==> src/logic/tick_timer_pkg.sv <==
// Constants and types shared by the tick timer and its divider
package tick_timer_pkg;

	////////////////////////////////////////////////////////////////////////
	// Register bus geometry
	localparam int ADDR_W = 9;
	localparam int DATA_W = 8;

	// Register offsets; the top address bit selects a bank pair and is
	// ignored, the irq control register also ignores bit 7
	localparam logic [7:0] TICK_COUNT_OFS = 8'h01;
	localparam logic [7:0] TIMER_OPTION_OFS = 8'h81;
	localparam logic [6:0] IRQ_CONTROL_OFS = 7'h0b;

	////////////////////////////////////////////////////////////////////////
	// Interrupt control register fields
	localparam int GLOBAL_IRQ_ENABLE_BIT = 7;
	localparam int PERIPHERAL_GROUP_ENABLE_BIT = 6;
	localparam int TICK_OVERFLOW_ENABLE_BIT = 5;
	localparam int EXT_PIN_IRQ_ENABLE_BIT = 4;
	localparam int PORT_CHANGE_ENABLE_BIT = 3;
	localparam int TICK_OVERFLOW_FLAG_BIT = 2;
	localparam int EXT_PIN_IRQ_FLAG_BIT = 1;
	localparam int PORT_CHANGE_FLAG_BIT = 0;

	// Option register fields
	localparam int COUNT_SOURCE_SELECT_BIT = 5;
	localparam int COUNT_EDGE_SELECT_BIT = 4;
	localparam int DIVIDER_ASSIGNMENT_BIT = 3;
	localparam int DIVIDER_RATIO_LSB = 0;
	localparam int DIVIDER_RATIO_W = 3;

	////////////////////////////////////////////////////////////////////////
	// Reset values
	localparam logic [7:0] TICK_COUNT_RST = 8'h00;
	localparam logic [7:0] IRQ_CONTROL_RST = 8'h00;
	localparam logic [7:0] TIMER_OPTION_RST = 8'hff;
	localparam logic [7:0] READ_IDLE = 8'h00;
	localparam logic [7:0] TICK_ALL_ONES = 8'hff;

	// Timing: four oscillator phases make one instruction cycle
	localparam int PHASES_PER_INSTR = 4;
	localparam int DIVIDER_W = 8;

	// Instruction-cycle phases, Gray coded
	typedef enum logic [1:0] {
		PH_ONE = 2'h0,
		PH_TWO = 2'h1,
		PH_THREE = 2'h3,
		PH_FOUR = 2'h2
	} phase_t;

endpackage

==> src/logic/tick_divider.sv <==
// Shared divider count, cleared on request, stepped by single pulses
`timescale 1ns/1ps
module tick_divider
	import tick_timer_pkg::*;
#(
	parameter int WIDTH = DIVIDER_W
)
(
	// Clock and reset
	input wire logic clk_i,
	input wire logic sys_rst_i,
	// Control
	input wire logic step_i,
	input wire logic clear_i,
	// Count
	output logic [WIDTH-1:0] count_o
);

	typedef struct packed {
		logic [WIDTH-1:0] count;
	} div_state_t;

	div_state_t st_r;
	div_state_t st_nxt;

	////////////////////////////////////////////////////////////////////////
	// Clear wins over a step in the same cycle
	always_comb
	begin
		st_nxt = st_r;
		if (clear_i)
		begin
			st_nxt.count = '0;
		end
		else if (step_i)
		begin
			st_nxt.count = st_r.count + WIDTH'(1);
		end
	end

	always_ff @(posedge clk_i)
	begin
		if (sys_rst_i)
		begin
			st_r <= '0;
		end
		else
		begin
			st_r <= st_nxt;
		end
	end

	assign count_o = st_r.count;

endmodule

==> src/logic/tick_timer_prescaler_irq.sv <==
// Eight-bit tick timer with shared divider and interrupt control
//
// What this block does
// Flags set on events, regardless of enables.
// Bit 7 global enable gates all interrupts.
// Bit 6 gates the peripheral interrupt group.
// Enable and flag for three sources.
// Software clears flag before enabling its source.
// Interrupt control mirrored in all four banks.
// Option bit 5 selects pin or instruction clock.
// Option bit 4 selects falling or rising edge.
// Option bit 3 gives divider to watchdog.
// Ratio field divides timer 2^(n+1), watchdog 2^n.
// One divider; the other side runs undivided.
// Tick count write clears divider when timer-owned.
// Watchdog clear clears divider when watchdog-owned.
// Divider count has no register address.
// Undivided source passes straight to the timer.
// Source sampled on phases two and four.
// Pin level held at least two oscillator periods.
// Timer wraps to zero, setting overflow flag.
// Hardware set beats a simultaneous software clear.
// Request is enables and flags combined.
`timescale 1ns/1ps
module tick_timer_prescaler_irq
	import tick_timer_pkg::*;
(
	// Clock and reset
	input wire logic clk_i,
	input wire logic sys_rst_i,
	// Register port
	input wire logic [ADDR_W-1:0] reg_addr_i,
	input wire logic [DATA_W-1:0] reg_wdata_i,
	input wire logic reg_write_i,
	input wire logic reg_read_i,
	output logic [DATA_W-1:0] reg_rdata_o,
	// Count pin, asynchronous
	input wire logic ext_count_pin_i,
	// Interrupt sources and peripheral group
	input wire logic ext_pin_event_i,
	input wire logic port_change_event_i,
	input wire logic peripheral_irq_i,
	// Watchdog side
	input wire logic watchdog_base_tick_i,
	input wire logic watchdog_clear_instr_i,
	output logic watchdog_tick_o,
	// Interrupt request
	output logic irq_o
);

	typedef struct packed {
		phase_t phase;
		logic pin_meta;
		logic pin_sync;
		logic src_prev;
		logic sample;
		logic [7:0] tick;
		logic [7:0] icon;
		logic [7:0] opt;
		logic [7:0] rdata;
		logic wdt_tick;
		logic irq;
	} state_t;

	localparam state_t ST_RESET = '{
		phase: PH_ONE,
		pin_meta: 1'b0,
		pin_sync: 1'b0,
		// Edge detectors start high: no false count after reset
		src_prev: 1'b1,
		sample: 1'b1,
		tick: TICK_COUNT_RST,
		icon: IRQ_CONTROL_RST,
		opt: TIMER_OPTION_RST,
		rdata: READ_IDLE,
		wdt_tick: 1'b0,
		irq: 1'b0
	};

	state_t st_r;
	state_t st_nxt;

	logic [DIVIDER_W-1:0] div_count;
	logic div_step;
	logic div_clear;
	logic src_sel;
	logic edge_sel;
	logic div_to_wdt;
	logic [DIVIDER_RATIO_W-1:0] ratio;
	logic instr_level;
	logic ext_level;
	logic src_level;
	logic timer_level;
	logic sample_now;
	logic tick_inc;
	logic tick_ovf;
	logic tick_wr;
	logic icon_wr;
	logic opt_wr;
	logic [7:0] wdt_mask;
	logic [7:0] icon_base;
	logic req_any;

	////////////////////////////////////////////////////////////////////////
	// Shared divider
	tick_divider #(
		.WIDTH(DIVIDER_W)
	) u_divider (
		.clk_i(clk_i),
		.sys_rst_i(sys_rst_i),
		.step_i(div_step),
		.clear_i(div_clear),
		.count_o(div_count)
	);

	////////////////////////////////////////////////////////////////////////
	// Decode and datapath
	always_comb
	begin
		st_nxt = st_r;
		src_sel = st_r.opt[COUNT_SOURCE_SELECT_BIT];
		edge_sel = st_r.opt[COUNT_EDGE_SELECT_BIT];
		div_to_wdt = st_r.opt[DIVIDER_ASSIGNMENT_BIT];
		ratio = st_r.opt[DIVIDER_RATIO_LSB +: DIVIDER_RATIO_W];

		tick_wr = reg_write_i && (reg_addr_i[7:0] == TICK_COUNT_OFS);
		icon_wr = reg_write_i && (reg_addr_i[6:0] == IRQ_CONTROL_OFS);
		opt_wr = reg_write_i && (reg_addr_i[7:0] == TIMER_OPTION_OFS);

		// Phase sequencer: one instruction cycle per four clocks
		case (st_r.phase)
			PH_ONE: st_nxt.phase = PH_TWO;
			PH_TWO: st_nxt.phase = PH_THREE;
			PH_THREE: st_nxt.phase = PH_FOUR;
			PH_FOUR: st_nxt.phase = PH_ONE;
			default: st_nxt.phase = PH_ONE;
		endcase

		// Pin synchroniser
		st_nxt.pin_meta = ext_count_pin_i;
		st_nxt.pin_sync = st_r.pin_meta;

		// Instruction clock rises into phase three
		instr_level = (st_r.phase == PH_THREE) || (st_r.phase == PH_FOUR);
		ext_level = st_r.pin_sync ^ edge_sel;
		src_level = src_sel ? ext_level : instr_level;
		st_nxt.src_prev = src_level;

		// Divider input and clear
		div_step = div_to_wdt ? watchdog_base_tick_i
			: (src_level & ~st_r.src_prev);
		div_clear = (tick_wr & ~div_to_wdt)
			| (watchdog_clear_instr_i & div_to_wdt);

		// Bit n of the count rises once per 2^(n+1) steps
		timer_level = div_to_wdt ? src_level : div_count[ratio];

		sample_now = (st_r.phase == PH_TWO) || (st_r.phase == PH_FOUR);
		tick_inc = 1'b0;
		if (sample_now)
		begin
			st_nxt.sample = timer_level;
			tick_inc = timer_level & ~st_r.sample;
		end

		// Watchdog tick every 2^n base ticks when it owns the divider
		wdt_mask = 8'(({1'b0, 8'hff} << ratio) ^ {1'b0, 8'hff});
		if (div_to_wdt)
		begin
			st_nxt.wdt_tick = watchdog_base_tick_i
				&& ((div_count & wdt_mask) == wdt_mask);
		end
		else
		begin
			st_nxt.wdt_tick = watchdog_base_tick_i;
		end

		// Tick count; a write takes the place of the increment
		tick_ovf = 1'b0;
		if (tick_wr)
		begin
			st_nxt.tick = reg_wdata_i;
		end
		else if (tick_inc)
		begin
			st_nxt.tick = st_r.tick + 8'h01;
			tick_ovf = (st_r.tick == TICK_ALL_ONES);
		end

		// Interrupt control: hardware sets win over the write
		icon_base = icon_wr ? reg_wdata_i : st_r.icon;
		st_nxt.icon = icon_base;
		st_nxt.icon[TICK_OVERFLOW_FLAG_BIT] =
			icon_base[TICK_OVERFLOW_FLAG_BIT] | tick_ovf;
		st_nxt.icon[EXT_PIN_IRQ_FLAG_BIT] =
			icon_base[EXT_PIN_IRQ_FLAG_BIT] | ext_pin_event_i;
		st_nxt.icon[PORT_CHANGE_FLAG_BIT] =
			icon_base[PORT_CHANGE_FLAG_BIT]
			| port_change_event_i;

		if (opt_wr)
		begin
			st_nxt.opt = reg_wdata_i;
		end

		// Read data for one cycle only; the divider has no address
		st_nxt.rdata = READ_IDLE;
		if (reg_read_i)
		begin
			if (reg_addr_i[6:0] == IRQ_CONTROL_OFS)
			begin
				st_nxt.rdata = st_r.icon;
			end
			else if (reg_addr_i[7:0] == TICK_COUNT_OFS)
			begin
				st_nxt.rdata = st_r.tick;
			end
			else if (reg_addr_i[7:0] == TIMER_OPTION_OFS)
			begin
				st_nxt.rdata = st_r.opt;
			end
			else
			begin
				st_nxt.rdata = READ_IDLE;
			end
		end

		// Interrupt request
		req_any = (st_r.icon[TICK_OVERFLOW_ENABLE_BIT]
				& st_r.icon[TICK_OVERFLOW_FLAG_BIT])
			| (st_r.icon[EXT_PIN_IRQ_ENABLE_BIT]
				& st_r.icon[EXT_PIN_IRQ_FLAG_BIT])
			| (st_r.icon[PORT_CHANGE_ENABLE_BIT]
				& st_r.icon[PORT_CHANGE_FLAG_BIT])
			| (st_r.icon[PERIPHERAL_GROUP_ENABLE_BIT]
				& peripheral_irq_i);
		st_nxt.irq = st_r.icon[GLOBAL_IRQ_ENABLE_BIT] & req_any;
	end

	always_ff @(posedge clk_i)
	begin
		if (sys_rst_i)
		begin
			st_r <= ST_RESET;
		end
		else
		begin
			st_r <= st_nxt;
		end
	end

	assign reg_rdata_o = st_r.rdata;
	assign watchdog_tick_o = st_r.wdt_tick;
	assign irq_o = st_r.irq;

	////////////////////////////////////////////////////////////////////////
	// Checks
	a_flag_on_overflow:
	assert property (@(posedge clk_i) disable iff (sys_rst_i)
		(tick_inc && !tick_wr && st_r.tick == 8'hff)
		|=> (st_r.tick == 8'h00) && st_r.icon[TICK_OVERFLOW_FLAG_BIT])
	else $error("overflow did not wrap and set its flag");

	a_set_beats_clear:
	assert property (@(posedge clk_i) disable iff (sys_rst_i)
		(icon_wr && ext_pin_event_i)
		|=> st_r.icon[EXT_PIN_IRQ_FLAG_BIT])
	else $error("pin event lost to a software clear");

	a_global_gate:
	assert property (@(posedge clk_i) disable iff (sys_rst_i)
		!st_r.icon[GLOBAL_IRQ_ENABLE_BIT] |=> !irq_o)
	else $error("request raised with global enable clear");

	a_peripheral_gate:
	assert property (@(posedge clk_i) disable iff (sys_rst_i)
		(st_r.icon[7:6] == 2'b11 && peripheral_irq_i) |=> irq_o)
	else $error("enabled peripheral request not raised");

	a_mirror_read:
	assert property (@(posedge clk_i) disable iff (sys_rst_i)
		(reg_read_i && reg_addr_i[6:0] == 7'h0b)
		|=> reg_rdata_o == $past(st_r.icon))
	else $error("mirrored control read returned wrong data");

	a_write_clears_div:
	assert property (@(posedge clk_i) disable iff (sys_rst_i)
		(tick_wr && !div_to_wdt) |=> div_count == 8'h00)
	else $error("tick write did not clear divider");

	a_wdt_clear_div:
	assert property (@(posedge clk_i) disable iff (sys_rst_i)
		(watchdog_clear_instr_i && div_to_wdt) |=> div_count == 8'h00)
	else $error("watchdog clear did not clear divider");

	a_wdt_undivided:
	assert property (@(posedge clk_i) disable iff (sys_rst_i)
		(!div_to_wdt && watchdog_base_tick_i) |=> watchdog_tick_o)
	else $error("watchdog tick divided while timer owns divider");

	a_count_on_phase:
	assert property (@(posedge clk_i) disable iff (sys_rst_i)
		(st_r.tick != st_nxt.tick && !tick_wr)
		|-> (st_r.phase == PH_TWO || st_r.phase == PH_FOUR))
	else $error("tick moved outside a sampling phase");

	a_internal_rate:
	assert property (@(posedge clk_i) disable iff (sys_rst_i)
		(st_r.opt[5:3] == 3'b001 && st_r.phase == PH_FOUR
			&& !reg_write_i && $past(st_r.opt[5:3]) == 3'b001
			&& $past(st_r.opt[5:3], 2) == 3'b001
			&& $past(st_r.phase) == PH_THREE
			&& $past(reg_write_i) == 1'b0)
		|-> tick_inc)
	else $error("undivided internal clock missed an increment");

endmodule

==> config.mk <==
export PLATFORM = sky130hd
export DESIGN_NAME = tick_timer_prescaler_irq
export DESIGN_NICKNAME = d
export VERILOG_FILES = /design/src/logic/tick_timer_pkg.sv /design/src/logic/tick_divider.sv /design/src/logic/tick_timer_prescaler_irq.sv
export SDC_FILE = /design/constraint.sdc
export NUM_CORES = 1
export LEC_CHECK = 0
export ABC_CLOCK_PERIOD_IN_PS = 4600
export BUFFER_PORTS_ARGS = -buffer_cell sky130_fd_sc_hd__buf_4
export CORE_ASPECT_RATIO = 1.25
export CORE_MARGIN = 3
export CORE_UTILIZATION = 50
export CTS_CLUSTER_SIZE = 12
export DETAILED_ROUTE_END_ITERATION = 10
export PLACE_DENSITY = 0.71
export SLEW_MARGIN = 20
export SYNTH_ARGS = -nofsm -noshare
export SYNTH_HDL_FRONTEND = slang
export SYNTH_SLANG_ARGS = --single-unit
==> constraint.sdc <==
create_clock -name clk_i -period 4.6 [get_ports clk_i]
set_clock_uncertainty 0.05 [all_clocks]
set_input_delay 0.46 -clock clk_i [delete_from_list [all_inputs] [get_ports clk_i]]
set_output_delay 0.46 -clock clk_i [all_outputs]
set_load 0.005 [all_outputs]
## Word-level counts from Yosys, hierarchy flattened

Cells that the tools add are included.

- Output and inout port bits: 10
- Register bits after elaboration: 48

- Shifts and indexed selects: 1
- Reductions and logical operators: 10
- Equal/unequal tests: 8
- $add $sub $neg: 2
- Bitwise gates (word level): 23
- $lt $le $gt $ge: 1
- Mux-type cells: 16

Operator list:

| cell | count |
|---|---|
| 2-to-1 mux 8 bit | 5 |
| adder 8 x 1 -> 8 bit, second input constant | 2 |
| equality test 8 bit, second input constant | 2 |
| AND 1 bit | 9 |
| AND 8 bit | 1 |
| equality test 8 x 1 -> 1 bit, second input constant | 1 |
| equality test 8 bit | 1 |
| 2-to-1 mux 1 bit | 8 |
| NOT 8 bit | 1 |
| case mux 2 bit (4 select lines) | 1 |
| << shifter 8 x 3 -> 8 bit, first input constant | 1 |
| equality test 7 x 4 -> 1 bit, second input constant | 1 |
| OR 1 bit | 7 |
| equality test 2 bit, second input constant | 2 |
| logical AND 1 bit | 4 |
| < comparator 3 x 4 -> 1 bit, second input constant | 1 |
| NOT 1 bit | 4 |
| OR reduction 2 bit | 2 |
| binary-select mux 1 bit (select 3 bit) | 1 |
| 2-to-1 mux 3 bit | 1 |
| equality test 2 x 1 -> 1 bit, second input constant | 1 |
| zero test 2 bit | 1 |
| logical OR 1 bit | 2 |
| nonzero test 2 bit | 1 |
| bitwise XOR 1 bit | 1 |

## Depth between registers and ports, before layout

- Depth after elaboration: 9
- Mapped depth: 7
- Depth with buffers taken out: 7

## Modules after synthesis

Synthesis repeated with hierarchy kept, for this count alone.

- Cell total of the unflattened synthesis: 266
- Area total of the unflattened synthesis: 2323.5 um^2

Modules (own cells, without submodules):

| module | times used | area each (um^2) | sequential area each (um^2) | cells an instance |
|---|---|---|---|---|
| tick_timer_prescaler_irq | 1 | 1978.1 | 800.8 | 228 |
| tick_divider | 1 | 345.3 | 160.2 | 38 |

## Worst setup path after synthesis

Ideal clock, no wire load.

- Path kind: register -> register
- Start: register st_r (netlist bit ratio[2])
- End: register st_r[31] in the netlist's numbering
- Slack: 2.692 ns
- Data arrival time: 1.767 ns
- Library setup time: 0.091 ns
- Path buffers: 0
- Cell stages (with the launch flop): 6
- Cells stage by stage: dfxtp_1 mux2_2 a221oi_4 a211oi_2 a21o_1 a311oi_1

- Cells in the longest elaborated chain, start to end: 6

Ends and longest elaborated chain:

| element | RTL line | source |
|---|---|---|
| start: declaration | tick_timer_prescaler_irq.sv:80 | `state_t st_r;` |
| start signal: assignment | tick_timer_prescaler_irq.sv:248 | `st_r <= st_nxt;` |
| binary-select mux 1 bit (select 3 bit) | tick_timer_prescaler_irq.sv:156 | `timer_level = div_to_wdt ? src_level : div_count[ratio];` |
| 2-to-1 mux 1 bit (not written as such) | tick_timer_prescaler_irq.sv:156 |  |
| 2-to-1 mux 1 bit | tick_timer_prescaler_irq.sv:156 |  |
| AND 1 bit | tick_timer_prescaler_irq.sv:163 | `tick_inc = timer_level & ~st_r.sample;` |
| 2-to-1 mux 1 bit | tick_timer_prescaler_irq.sv:160 | `if (sample_now)` |
| nonzero test 2 bit (no source line) | - |  |

No other way between the ends. The select of a mux whose other input is x is not followed.
A chain may end at the register's enable or synchronous reset.

## Final worst setup path

- Start: register st_r (netlist bit ratio[1])
- End: register st_r[31] in the netlist's numbering

The elaborated chain is that of the path after synthesis.

==> out/qor.csv <==
stage;metric;value;unit
status;run_status;completed;
synthesis;synth_edf_count;0;
global_route;grt_pass1_vias;1890;
route;totalWireLength;5341;um
route;via_per_inst;5.500;
synthesis;async_flop_share;0;%
clocking;clkTransAtPathRegs;0.09;ns
finish;antenna-diode-count;0;
synthesis;ys_seq_area_share;38.93;%
finish;area_growth_syn_to_layout;14.24;%
clocking;clockBufferDepth;2;
critical_path;cp_max_fo;7;
synthesis;ys_types;42;
global_route;grt_first_pass_wirelength;8976;um
pwr;power_density;288.8;nW/um2
floorplan;row_count;27;
pwr;power_frac_seq;53.2;%
timing;holdWs;0.3159;ns
floorplan;core_area;4594;um2
pwr;ir_drop;0.1977;mV
synthesis;syn_avg_cell_area;9.281;um2
pwr;p_leak;1.110;nW
synthesis;yosysTopAreaCell;dfxtp_1;
floorplan;start_util;53.73;%
pwr;p_int;622.3;uW
synthesis;yosysMostFrequentCell;dfxtp_1;
place;gp_congestion;0.8608;
critical_path;critPathLaunchType;flip-flop;
timing;setup_violations;0;
clocking;clock_latency;0.31;ns
pwr;switching_share;23.61;%
pwr;switchingPower;192.3;uW
hold_path;hp-start;ext_count_pin_i;
timing;finalSetupTns;0;ns
finish;final_net_count;326;
floorplan;die_x;68.85;um
synthesis;synth.cell_area;2469;um2
clocking;cts_setup_buffers;0;
synthesis;ys_seq_elements;48;
hold_path;hp-class;in -> reg;
critical_path;r2r_cells;5;
route;drtIter0Drc;140;
clocking;cts.repair.resized;0;
timing;rsz0062_at_grt;no;
timing;tightest_slew;0.6348;ns
timing;drv_slew;0;
timing;min_period_over_period;46.94;%
synthesis;synth-simple-area-share;15.15;%
synthesis;synth_commonest_cells;48 x dfxtp_1, 31 x nand2_1, 28 x nor2_1, 18 x mux2i_1, 17 x a21oi_1;
synthesis;syn_nets;299;
timing;fin_crit;2.159;ns
floorplan;die_y;84.56;um
floorplan;ios;37;
critical_path;worstSetupPathType;reg -> reg;
synthesis;synthMuxAreaShare;12.47;%
synthesis;synth_warnings;0;
critical_path;worstReg2RegEnd;st_r[31];
synthesis;synthXorXnorAreaFrac;4.612;%
hold_path;whs_path_depth;2;
timing;hold_viol_final;0;
synthesis;synth_area_leaders;dfxtp_1 39%, mux2i_1 7.3%, nand2_1 4.7%;
critical_path;arrival;2.32;ns
route;via_count;1936;
clocking;h-tree-depth;2;
finish;fillCellCount;423;
clocking;clock-sinks;48;
route;wl_per_cell;15.17;um
synthesis;synth-adder-area-share;3.041;%
clocking;ctsRootBufferMaster;clkbuf_8;
hold_path;min_to;st_nxt[36];
critical_path;r2r_slack;2.44;ns
synthesis;synth_compound_area_share;19.97;%
route;drc;0;
critical_path;reg2reg_from;ratio[1];
global_route;grt_usage;20.02;%
pwr;clkPwrFrac;37.4;%
clocking;hold_buffers;0;
route;ant_nets;0;
critical_path;worstSetupEndpointType;flip-flop;
global_route;grt_max_degree;23;
clocking;cts_made_buffers;5;
clocking;cts_tree;done;
synthesis;synth_cells;266;
route;firstDrtPassIters;4;
place;hpwl;3817;um
synthesis;synth_top_family_by_area;compound AO/OA/AOI/OAI gates;
place;port_buffers;35;
synthesis;synth-main-ff-cell;dfxtp_1;
synthesis;synth_top_cell_area_share;38.93;%
finish;drive_above_1_share;20.75;%
run;maxCapViolCount;0;
pwr;pwr-share-comb;9.4;%
floorplan;die_area;5822;um2
timing;slew_headroom;57.49;%
global_route;antenna_found_initial;0;
global_route;grt_overflow;0;
critical_path;required;4.76;ns
timing;max_freq;463.1;MHz
-- worst max path at each step --
stage                           endpoint     startpoint  cells past startpoint  slack [ns]
detailed placement  u_divider.count_o[6]  reg_addr_i[1]                      6        2.30
global placement    u_divider.count_o[6]  reg_addr_i[1]                      6        2.28
CTS                             st_r[31]       ratio[1]                      5        2.45
finish                          st_r[31]       ratio[1]                      5        2.44
floorplan                       st_r[31]       ratio[2]                      5        2.69
global route                    st_r[31]       ratio[1]                      5        2.33
-- stage by stage --
stage / worst slack [ns] / instances / instance area, um2 / utilization [%] / power (mW)
after floorplan: 2.692 / 266 / 2469 / - / 0.4865
after global placement: 2.280 / 344 / 2713 / 59.04 / 0.5173
after detailed placement: 2.304 / 344 / 2713 / 59.04 / 0.5193
after CTS: 2.446 / 352 / 2820 / 61.38 / 0.8220
after global routing: 2.332 / 352 / 2820 / 61.38 / 0.8495
final: 2.441 / 352 / 2820 / 61.38 / 0.8146
-- layout make-up --
type,count,area (um2),area share (%)
multi-input combinational,190,1364,48.36
inverter,12,45.04,1.597
timing repair buffer,36,270.3,9.583
tap,58,72.57,2.573
clock inverter,2,35.03,1.242
clock buffer,6,72.57,2.573
sequential,48,960.9,34.07
-- kinds of logic after synthesis --
family,Yosys count
compound gates,60
xor+xnor,13
fa+ha+maj,6
buf+inv,28
flops,48
mux,28
simple gates,83
-- state kept, by name, summed over array words and instances, names as in the netlist --
register and flops:
st_r 23, reg_rdata_o 8, u_divider.count_o 8, ratio 3, div_to_wdt 1, edge_sel 1, irq_o 1, src_sel 1
st_nxt 1, watchdog_tick_o 1
-- power by group through the flow --
stage	Sequential (mW)	Combinational, mW	Clock, mW
finish	0.433	0.0766	0.305
global route	0.435	0.0845	0.330
CTS	0.433	0.0766	0.312
detailed placement	0.443	0.0761	0
global placement	0.443	0.0747	0
floorplan	0.440	0.0461	0
-- critical path, cell delays in order (launching register included) --
cell	delay (ns)
dfxtp_1	0.47
mux4_1	0.60
nand2_1	0.31
a211oi_2	0.17
a21o_1	0.21
a311oi_1	0.26
-- cell usage in the layout, fill, tap and decap left out, drive strengths merged, types with 7 or more instances in the layout --
cell type  synthesis  routed
o21ai             13      13
a21oi             17      17
dfxtp             48      48
buf               11      36
nor2              28      28
a211oi            11      11
inv               12      12
mux2               9       9
xnor2             13      13
mux2i             18      18
nand3              7       7
nand2             31      31
-- metal layers --
metal	part of all wire [%]	GRT usage, %
met2	48	30.12
met4	1.9	6.560
met5	0	0
met3	4.1	4.016
met1	46	28.23
Power figures use the tool's default switching activity.
